--- config.mk ---
export PLATFORM = sky130hd
export DESIGN_NAME = iofe_fault_unit
export DESIGN_NICKNAME = d
export VERILOG_FILES = /design/src/include/iofe_pkg.sv /design/src/core/iofe_fault_unit.sv
export SDC_FILE = /design/constraint.sdc
export NUM_CORES = 1
export LEC_CHECK = 0
export BUFFER_PORTS_ARGS = -buffer_cell sky130_fd_sc_hd__buf_2
export CAP_MARGIN = 20
export CORE_ASPECT_RATIO = 1.2
export CORE_MARGIN = 4
export CORE_UTILIZATION = 30
export DETAILED_ROUTE_END_ITERATION = 16
export GPL_ROUTABILITY_DRIVEN = 0
export PLACE_DENSITY_LB_ADDON = 0.08
export SLEW_MARGIN = 20
export SYNTH_ARGS = -nofsm -noshare
export SYNTH_HDL_FRONTEND = slang
export SYNTH_SLANG_ARGS = --single-unit
--- constraint.sdc ---
create_clock -name clock -period 4.55 [get_ports clock]
set_input_delay 0.91 -clock clock [delete_from_list [all_inputs] [get_ports clock]]
set_output_delay 0.91 -clock clock [all_outputs]
set_load 0.02 [all_outputs]
--- src/include/iofe_pkg.sv ---
// Purpose: shared constants and types for the fault escalation block
// Assumes: APB register access, 32-bit data
// Notes: offsets are byte addresses
`default_nettype none
package iofe_pkg;
    // register byte offsets
    localparam logic [7:0] OFF_CTRL = 8'h00;
    localparam logic [7:0] OFF_STATUS = 8'h04;
    localparam logic [7:0] OFF_CTXREC = 8'h08;
    localparam logic [7:0] OFF_PRCREC = 8'h0c;
    localparam logic [7:0] OFF_CPUREC = 8'h10;
    localparam logic [7:0] OFF_WINBASE = 8'h14;
    localparam logic [7:0] OFF_ACK = 8'h28;
    localparam int NUM_WIN = 5;
    // function state encoding
    localparam logic [1:0] FS_SUCCESS = 2'h0;
    localparam logic [1:0] FS_CONTEXT = 2'h1;
    localparam logic [1:0] FS_PROCESS = 2'h2;
    localparam logic [1:0] FS_BUSY = 2'h3;
    // severity of an incoming fault
    localparam logic [1:0] SEV_CONTEXT = 2'h0;
    localparam logic [1:0] SEV_PROCESS = 2'h1;
    localparam logic [1:0] SEV_PROCESSOR = 2'h2;
    // operator identifier offset from function code
    localparam logic [7:0] OPID_BASE = 8'h80;
    localparam logic [7:0] FUNC_CODE_MAX = 8'h1f;
    localparam logic [7:0] FC_INVALID = 8'h01;
    localparam logic [7:0] FC_BUS_ERROR = 8'h02;
    localparam logic [7:0] FC_ALARM = 8'h03;
    localparam logic [31:0] RESET_WORD = 32'h00000000;

    typedef struct packed {
        logic [7:0] faultCode;
        logic [7:0] operatorId;
        logic [7:0] execStep;
        logic [7:0] spare;
    } iofe_record_t;

    typedef enum logic [3:0] {
        ST_IDLE = 4'b0001,
        ST_WRITE = 4'b0010,
        ST_UPDATE = 4'b0100,
        ST_IRQ = 4'b1000
    } iofe_state_t;
endpackage
`default_nettype wire
--- src/core/iofe_fault_unit.sv ---
// Purpose: fault classification, recording and escalation of the I/O interface processor
// Assumes: one 20 MHz clock, synchronous active-high reset, APB slave for records
// Notes: fault areas are held as register records readable over APB
// faults other than window faults that arrive while a record is in flight are not taken
// Function
// - store fault code and operator identifier into the selected fault area
// - operator identifier is function code plus fixed offset, one per code
// - interrupt host for function faults only after record written and function state updated; window faults interrupt in the same cycle as their record
// - record reached execution step for multi-step functions
// - physical mode faults other than bus errors and alarms go to processor area as context-level fault
// - separate context, process areas plus one processor area
// - invalid function code is a context-level fault before execution
// - context fault writes context area, sets state, interrupts host
// - context faults only while a process is bound
// - fault during context handling escalates to process level
// - process fault records, sends to fault port, sets state, interrupts
// - fault during process handling escalates to processor level
// - process-level fault with no bound process becomes processor level
// - bus errors and alarms are processor-level faults
// - first processor fault writes processor area, marks faulted, interrupts
// - second unacknowledged processor fault closes all windows, fatal, reset request
// - one mapping fault area per window 0 to 4, readable by host
// - window fault stores info, closes window, error state, interrupts
// - only open windows raise mapping faults
`timescale 1ns/1ns
`default_nettype none
module iofe_fault_unit (
    input wire logic clock,
    input wire logic reset,
    input wire logic psel,
    input wire logic penable,
    input wire logic pwrite,
    input wire logic [7:0] paddr,
    input wire logic [31:0] pwdata,
    output logic [31:0] prdata,
    output logic pready,
    output logic pslverr,
    input wire logic physicalMode,
    input wire logic processBound,
    input wire logic funcRequest,
    input wire logic [7:0] funcCode,
    input wire logic [7:0] execStep,
    input wire logic faultValid,
    input wire logic [1:0] faultSeverity,
    input wire logic [7:0] faultCode,
    input wire logic busError,
    input wire logic alarm,
    input wire logic [4:0] windowFault,
    input wire logic [7:0] windowFaultCode,
    input wire logic [4:0] windowOpenReq,
    output logic [4:0] windowOpen,
    output logic [4:0] windowError,
    output logic [1:0] functionState,
    output logic processorFaulted,
    output logic faultPortSend,
    output logic attachedHostIrq,
    output logic fatalOut,
    output logic subsystemResetRequest
);
    // sequencer
    iofe_pkg::iofe_state_t state;
    iofe_pkg::iofe_state_t next_state;

    // fault areas and the record being handled
    iofe_pkg::iofe_record_t ctxRecord;
    iofe_pkg::iofe_record_t prcRecord;
    iofe_pkg::iofe_record_t cpuRecord;
    iofe_pkg::iofe_record_t winRecord [iofe_pkg::NUM_WIN];
    iofe_pkg::iofe_record_t pendRecord;
    logic [1:0] pendLevel;
    logic [1:0] handlingLevel;
    logic handling;

    // classification
    logic [7:0] curOpId;
    logic invalidCode;
    logic anyFault;
    logic takeFault;
    logic [1:0] rawSev;
    logic [1:0] effSev;
    logic [7:0] effCode;
    logic [4:0] liveWinFault;

    // bus side and status
    logic hostAck;
    logic apbWrite;
    logic addrBad;
    logic [31:0] statusWord;
    logic cpuLevelStep;

    // operator identifier derived from function code
    assign curOpId = funcCode + iofe_pkg::OPID_BASE;
    assign invalidCode = funcRequest && (funcCode > iofe_pkg::FUNC_CODE_MAX);
    assign liveWinFault = windowFault & windowOpen;
    assign anyFault = faultValid || busError || alarm || invalidCode;
    assign takeFault = (state == iofe_pkg::ST_IDLE) && anyFault && !fatalOut;
    assign cpuLevelStep = (state == iofe_pkg::ST_UPDATE) && (pendLevel == iofe_pkg::SEV_PROCESSOR);
    assign apbWrite = psel && penable && pwrite;
    assign hostAck = apbWrite && (paddr == iofe_pkg::OFF_ACK) && pwdata[0];

    // raw severity classification
    always_comb begin
        rawSev = faultSeverity;
        if (busError || alarm) begin
            rawSev = iofe_pkg::SEV_PROCESSOR;
        end else if (invalidCode) begin
            rawSev = iofe_pkg::SEV_CONTEXT;
        end
    end

    // fault code recorded for the incoming fault
    always_comb begin
        effCode = faultCode;
        if (busError) begin
            effCode = iofe_pkg::FC_BUS_ERROR;
        end else if (alarm) begin
            effCode = iofe_pkg::FC_ALARM;
        end else if (invalidCode) begin
            effCode = iofe_pkg::FC_INVALID;
        end
    end

    // escalation against current handling and binding
    always_comb begin
        effSev = rawSev;
        if (handling && handlingLevel == iofe_pkg::SEV_CONTEXT && rawSev == iofe_pkg::SEV_CONTEXT) begin
            effSev = iofe_pkg::SEV_PROCESS;
        end else if (handling && handlingLevel != iofe_pkg::SEV_CONTEXT) begin
            effSev = iofe_pkg::SEV_PROCESSOR;
        end
        if (effSev == iofe_pkg::SEV_CONTEXT && !processBound) begin
            effSev = iofe_pkg::SEV_PROCESS;
        end
        if (effSev == iofe_pkg::SEV_PROCESS && !processBound) begin
            effSev = iofe_pkg::SEV_PROCESSOR;
        end
        if (physicalMode && !(busError || alarm)) begin
            effSev = iofe_pkg::SEV_CONTEXT;
        end
    end

    // sequencer next state
    always_comb begin
        next_state = state;
        unique case (state)
            iofe_pkg::ST_IDLE: begin
                if (takeFault) begin
                    next_state = iofe_pkg::ST_WRITE;
                end
            end
            iofe_pkg::ST_WRITE: begin
                next_state = iofe_pkg::ST_UPDATE;
            end
            iofe_pkg::ST_UPDATE: begin
                next_state = iofe_pkg::ST_IRQ;
            end
            iofe_pkg::ST_IRQ: begin
                next_state = iofe_pkg::ST_IDLE;
            end
            default: begin
                next_state = iofe_pkg::ST_IDLE;
            end
        endcase
    end

    // sequencer state
    always_ff @(posedge clock) begin
        if (reset) begin
            state <= iofe_pkg::ST_IDLE;
        end else begin
            state <= next_state;
        end
    end

    // capture the fault being handled
    always_ff @(posedge clock) begin
        if (reset) begin
            pendRecord <= '0;
            pendLevel <= iofe_pkg::SEV_CONTEXT;
        end else if (takeFault) begin
            pendRecord.faultCode <= effCode;
            pendRecord.operatorId <= curOpId;
            pendRecord.execStep <= execStep;
            pendRecord.spare <= '0;
            pendLevel <= effSev;
        end
    end

    // handling flag, held until the host acknowledges; set wins
    always_ff @(posedge clock) begin
        if (reset) begin
            handling <= 1'b0;
            handlingLevel <= iofe_pkg::SEV_CONTEXT;
        end else if (state == iofe_pkg::ST_WRITE) begin
            handling <= 1'b1;
            handlingLevel <= pendLevel;
        end else if (hostAck) begin
            handling <= 1'b0;
        end
    end

    // write the selected fault area
    always_ff @(posedge clock) begin
        if (reset) begin
            ctxRecord <= '0;
            prcRecord <= '0;
            cpuRecord <= '0;
        end else if (state == iofe_pkg::ST_WRITE) begin
            if (physicalMode && pendLevel == iofe_pkg::SEV_CONTEXT) begin
                cpuRecord <= pendRecord;
            end else if (pendLevel == iofe_pkg::SEV_CONTEXT) begin
                ctxRecord <= pendRecord;
            end else if (pendLevel == iofe_pkg::SEV_PROCESS) begin
                prcRecord <= pendRecord;
            end else if (!processorFaulted) begin
                cpuRecord <= pendRecord;
            end
        end
    end

    // function state: success on a clean request, context or process level after update; processor-level faults leave it unchanged
    always_ff @(posedge clock) begin
        if (reset) begin
            functionState <= iofe_pkg::FS_SUCCESS;
        end else if (state == iofe_pkg::ST_UPDATE) begin
            if (pendLevel == iofe_pkg::SEV_CONTEXT) begin
                functionState <= iofe_pkg::FS_CONTEXT;
            end else if (pendLevel == iofe_pkg::SEV_PROCESS) begin
                functionState <= iofe_pkg::FS_PROCESS;
            end
        end else if (funcRequest && state == iofe_pkg::ST_IDLE && !anyFault) begin
            functionState <= iofe_pkg::FS_SUCCESS;
        end
    end

    // processor status; set wins over host acknowledge
    always_ff @(posedge clock) begin
        if (reset) begin
            processorFaulted <= 1'b0;
        end else if (cpuLevelStep) begin
            processorFaulted <= 1'b1;
        end else if (hostAck) begin
            processorFaulted <= 1'b0;
        end
    end

    // second processor fault before acknowledge: sticky shutdown until reset
    always_ff @(posedge clock) begin
        if (reset) begin
            fatalOut <= 1'b0;
            subsystemResetRequest <= 1'b0;
        end else if (cpuLevelStep && processorFaulted) begin
            fatalOut <= 1'b1;
            subsystemResetRequest <= 1'b1;
        end
    end

    // fault port send, on the same edge as a process-level record write
    always_ff @(posedge clock) begin
        if (reset) begin
            faultPortSend <= 1'b0;
        end else begin
            faultPortSend <= (state == iofe_pkg::ST_WRITE) && (pendLevel == iofe_pkg::SEV_PROCESS)
                && !physicalMode;
        end
    end

    // host interrupt pulse, only once record and state stand
    always_ff @(posedge clock) begin
        if (reset) begin
            attachedHostIrq <= 1'b0;
        end else begin
            attachedHostIrq <= (state == iofe_pkg::ST_IRQ && !fatalOut) || (|liveWinFault);
        end
    end

    // window mapping faults, one area per window
    genvar w;
    generate
        for (w = 0; w < iofe_pkg::NUM_WIN; w++) begin : gWin
            // per-window fault record
            always_ff @(posedge clock) begin
                if (reset) begin
                    winRecord[w] <= '0;
                end else if (liveWinFault[w] && !fatalOut) begin
                    winRecord[w].faultCode <= windowFaultCode;
                    winRecord[w].operatorId <= curOpId;
                    winRecord[w].execStep <= execStep;
                    winRecord[w].spare <= '0;
                end
            end
            // per-window open and error state
            always_ff @(posedge clock) begin
                if (reset) begin
                    windowOpen[w] <= 1'b0;
                    windowError[w] <= 1'b0;
                end else if (fatalOut) begin
                    windowOpen[w] <= 1'b0;
                end else if (liveWinFault[w]) begin
                    windowOpen[w] <= 1'b0;
                    windowError[w] <= 1'b1;
                end else if (windowOpenReq[w]) begin
                    windowOpen[w] <= 1'b1;
                    windowError[w] <= 1'b0;
                end
            end
        end
    endgenerate

    // status word: fault flags above the function state
    assign statusWord = {22'h0, subsystemResetRequest, fatalOut, processorFaulted, windowError, functionState};

    // apb read data
    always_ff @(posedge clock) begin
        if (reset) begin
            prdata <= iofe_pkg::RESET_WORD;
        end else if (psel && !penable && !pwrite) begin
            prdata <= iofe_pkg::RESET_WORD;
            if (paddr == iofe_pkg::OFF_STATUS) begin
                prdata <= statusWord;
            end else if (paddr == iofe_pkg::OFF_CTXREC) begin
                prdata <= ctxRecord;
            end else if (paddr == iofe_pkg::OFF_PRCREC) begin
                prdata <= prcRecord;
            end else if (paddr == iofe_pkg::OFF_CPUREC) begin
                prdata <= cpuRecord;
            end else if (paddr == iofe_pkg::OFF_CTRL) begin
                prdata <= {27'h0, windowOpen};
            end else begin
                for (int i = 0; i < iofe_pkg::NUM_WIN; i++) begin
                    if (paddr == iofe_pkg::OFF_WINBASE + 8'(4 * i)) begin
                        prdata <= winRecord[i];
                    end
                end
            end
        end
    end

    // no wait state: read data registered in setup, answered in access
    assign addrBad = (paddr[1:0] != 2'h0) || (paddr > iofe_pkg::OFF_ACK);
    assign pready = 1'b1;
    assign pslverr = psel && penable && addrBad;
endmodule
`default_nettype wire

### After elaboration in Yosys (flattened, before gate mapping)

Memory sizes are Yosys's and may differ from the RTL's.
Index checks and enable logic that the tools add are counted.

* flip-flop bits (word level): 161
* bits in writable memories: 120
* bits of input ports: 95
* output and inout bits: 51
* logic and storage cells: 225
* memories kept: 1

* $add $sub $neg: 1
* order comparisons: 2
* eq/ne operators: 22
* mux-type cells: 75
* bitwise gates (word level): 19
* reductions and logical operators: 72

Memories
* winRecord: words 5, bits a word 24, read ports 5, clocked after memory_dff 0, write ports 5, RTL line iofe_fault_unit.sv:68 `iofe_pkg::iofe_record_t winRecord [iofe_pkg::NUM_WIN];`

Operator list (number)
* 32-bit two-way mux: 14
* 8-bit two-way mux: 18
* 8-bit by 5-bit == test with 1-bit output (second input constant): 4
* 1-bit two-way mux: 30
* 1-bit logical AND: 29
* 8-bit by 6-bit == test with 1-bit output (second input constant): 3
* 2-bit two-way mux: 11
* 2-bit nonzero test: 10
* 8-bit by 4-bit == test with 1-bit output (second input constant): 2
* 1-bit bitwise OR: 15
* 3-bit OR reduction: 5
* 4-bit one-hot mux with 3 select lines: 1
* 2-bit AND reduction: 6
* 8-bit adder (second input constant): 1
* 8-bit by 3-bit == test with 1-bit output (second input constant): 1
* 8-bit by 5-bit greater-than comparator with 1-bit output (second input constant): 1
* 8-bit by 6-bit greater-than comparator with 1-bit output (second input constant): 1
* 2-bit zero test: 4
* 8-bit zero test: 1
* 4-bit AND reduction: 2
* 1-bit zero test: 7
* 1-bit logical OR: 6
* 5-bit bitwise AND: 1
* 5-bit OR reduction: 1
* other kinds (12): 17

### Depth between registers and ports, before layout

* depth in word-level cells: 14
* depth in mapped cells: 8
* mapped depth without buffers: 5

### Worst setup path before layout

Ideal clock, no wire load.

* path kind: input to output
* start: in paddr[3]
* end: out pslverr
* arrival: 1961 ps
* required time: 3640 ps
* slack: 1679 ps
* stages: 5
* buffers on the path: 2
* path through: buf_2 and2_1 clkbuf_1 o21ai_0 a31oi_1

* longest elaborated chain between the ends: 3

RTL lines
* start: declaration: RTL line iofe_fault_unit.sv:33 `input wire logic [7:0] paddr,`
* 8-bit by 6-bit greater-than comparator with 1-bit output: RTL line iofe_fault_unit.sv:340 `assign addrBad = (paddr[1:0] != 2'h0) || (paddr > iofe_pkg::OFF_ACK);`
* 1-bit logical OR: RTL line iofe_fault_unit.sv:340
* 1-bit logical AND: RTL line iofe_fault_unit.sv:342 `assign pslverr = psel && penable && addrBad;`
* end: declaration: RTL line iofe_fault_unit.sv:37 `output logic pslverr,`

Every way passes these cells.

### Final worst setup path

* start: in paddr[2]
* end: out pslverr

The elaborated chain is that of the path after synthesis.

==> impl_results.md <==
* Outcome: completed
* CTS H-tree lvls at 1
* Worst slew pin tran at 0.893 ns
* Antenna Cells at 0
* I/O pins at 146
* Tmin final at 2.96 ns
* Die Span Y at 227 um
* EDFF count, synth at 120
* Clock skew at 0.0134 ns
* Max_cap viols at 0
* Mux contribution to synthesized area at 2.90%
* Fin crit share at 65.1%
* Power density cells at 410 mW/mm2
* Largest net degree at the start of global routing at 65
* Relative slew margins at 40.3%
* CP Data Required Time at 3.64 ns
* Total power draw at 5.76 mW
* RSZ-0062 raised after global routing: false
* P&R area growth vs syn at 17.4%
* DR pass1 iterations at 5
* Area contributors post-synth: edfxtp_1 (30%), dfxtp_1 (26%), and2_1 (6.1%), nand2_1 (5.2%), a21oi_1 (4.7%)
* Clk sink count at 273
* Final HPWL DP at 24.3 mm
* Synth warnings at 0
* Compound-Gate Fraction of Synth Area at 17.0%
* Final ANT Viol Nets at 0
* Via-per-instance ratio at 5.07
* Hold crit path type: reg2reg
* Vias in the first global route at 9,221
* Synth Area in XOR/XNOR at 0.0731%
* Leak pwr at 5.24 nW
* DR iter-0 viols at 643
* Total grt overflow at 0
* Endpoints failing hold at 0
* Synthesized cell area at 0.0120 mm2
* Critical Path AT at 2.05 ns
* Final setup violation count at 0
* Share of the synthesized area in the top cell type at 30.1%
* Fmax at 338 MHz
* CTS tree: built
* Post-CTS setup buffer count at 0
* Post-synth cell types at 59
* Synth Net Count at 1,309
* Dominant synthesized flop cell: dfxtp_1
* Core area at 0.0391 mm2
* Syn avg cell area at 9.87 um2
* Crit Path Max Fanout at 36
* Initial Util at 30.6%
* Max clock buf depth at 3
* Tot GR Track Use at 17.7%
* Horiz. Die Dim at 190 um
* Cells after Synth at 1,214
* Setup_tns at 0 ns
* Dominant cell by count in the synthesized netlist: nand2_1
* Initial antenna violation count at 1
* Commonest cells post-synth: nand2_1 (166), dfxtp_1 (153), edfxtp_1 (120)
* PostCTS Resize Cnt at 0
* Drt total wl at 39.1 mm
* FF+latch count, synth at 273
* Post-synthesis sequential area ratio at 55.7%
* Max-slew violations at 0
* R2R cell count at 5
* Crit path capture type: output pin
* Kind of critical path: in2out
* Worst VDD drop at 316 uV
* Adder-Cell Fraction of Synth Area at 0%
* Port-buffer cells at 113
* Root Buffer: clkbuf_16
* Rows at 79
* Synth area leader: edfxtp_1
* Fin nets at 1,385
* Cts bufs inserted at 31
* Clock transition at the registers of the reported paths at 0.06 ns
* Die ar. at 0.0432 mm2
* Synth Area in Simple Gates at 19.8%
* CP Launch Type: primary input
* Worst Hold Depth at 2
* DR WL/cell at 21.2 um
* Vias post-DR at 9,326
* DRC at 0
* Share of layout cells above drive strength 1 at 17.0%
* Ys async rst share at 0%
* Largest family of logic cells by synthesized area: simple AND/OR/NAND/NOR gates
* Worst-skew pair later-pin latency at 0.57 ns
* Cts hold-fix bufs at 0
* Fin util at 35.9%
* Hold slack at 0.452 ns
* First-pass GRT wire length at 59.1 mm
[stage by stage]
step                cells  area, um2  setup slack [ns]
floorplan            1214      12000              1.68
global placement     1783      13000              1.20
detailed placement   1783      13000              1.18
CTS                  1841      14100              1.57
global route         1841      14100              1.50
finish               1841      14100              1.59
[worst paths after layout]
path                                             start                          to  slack, ns
worst max-delay path                          paddr[2]                     pslverr       1.59
worst min-delay path            prdata[0]$_SDFFE_PP0P_      prdata[0]$_SDFFE_PP0P_       0.45
worst max register to register   state[2]$_SDFFE_PP0P_  ctxRecord[20]$_SDFFE_PP0P_       2.40
worst min register to register  prdata[0]$_SDFFE_PP0P_      prdata[0]$_SDFFE_PP0P_       0.45
[critical path, stage by stage]
cell,delay (ns)
buf_4,0.39
and2_1,0.22
o21ai_0,0.07
a31oi_1,0.21
buf_2,0.21
[logic make-up (layout without fill, tap and decap cells)]
family	after synthesis	count (layout)
compound gates	301	301
xor+xnor	1	1
buf+inv	125	226
flops	273	273
mux	34	34
other cells	1	1
simple gates	479	479
[flip-flops by register name, summed over array words and instances (netlist names), 2 cells and up]
name / count
prcRecord: 24
windowOpen: 5
state: 4
pendRecord: 24
handlingLevel: 2
prdata: 32
functionState: 2
pendLevel: 2
windowError: 5
winRecord: 120
ctxRecord: 24
cpuRecord: 24
[cells in the final DEF, fill, tap and decap left out, types with 4 or more instances in the layout]
cell / netlist / final
clkbuf_8: 0 / 9
nand3_1: 18 / 18
o221ai_1: 23 / 23
mux2i_1: 28 / 28
or2_2: 7 / 7
nand2_1: 166 / 166
a2111oi_1: 17 / 17
edfxtp_1: 120 / 120
clkbuf_16: 0 / 32
clkbuf_4: 1 / 5
nor3_1: 15 / 13
o211ai_1: 21 / 21
nor2_1: 112 / 112
o21ai_0: 14 / 14
buf_4: 4 / 32
a31oi_1: 9 / 9
buf_2: 21 / 111
o22ai_1: 24 / 24
clkbuf_1: 65 / 7
mux2_2: 6 / 6
a221oi_1: 23 / 23
and3_1: 4 / 4
a21o_1: 22 / 22
a21oi_1: 112 / 112
nand2b_1: 5 / 5
inv_1: 25 / 25
and2_1: 117 / 117
dfxtp_1: 153 / 153
nor3b_1: 5 / 4
a2111oi_0: 25 / 25
[layer usage]
layer / routed length [um] / part of all wire [%] / track usage, %
met2: 19200 / 49 / 30.5
met5: 0 / 0 / 0
met3: 1530 / 3.9 / 2.03
met1: 17700 / 45 / 23.9
met4: 686 / 1.8 / 3.89
[where the power goes]
part | switching (mW) | total (mW) | internal (mW)
registers | 0.0677 | 2.74 | 2.67
clock network | 1.03 | 2.55 | 1.52
logic | 0.327 | 0.469 | 0.143
total | 1.42 | 5.76 | 4.34
[area by class of cell]
| class | instances | area, um2 |
|---|---|---|
| fill | 3955 | 25100 |
| sequential | 273 | 6670 |
| multi-input combinational | 816 | 4800 |
| clock buffer | 53 | 988 |
| timing repair buffer | 143 | 796 |
| tap | 526 | 658 |
| inverter | 25 | 93.8 |
| clock inverter | 5 | 57.6 |
Power figures use the tool's default switching activity.
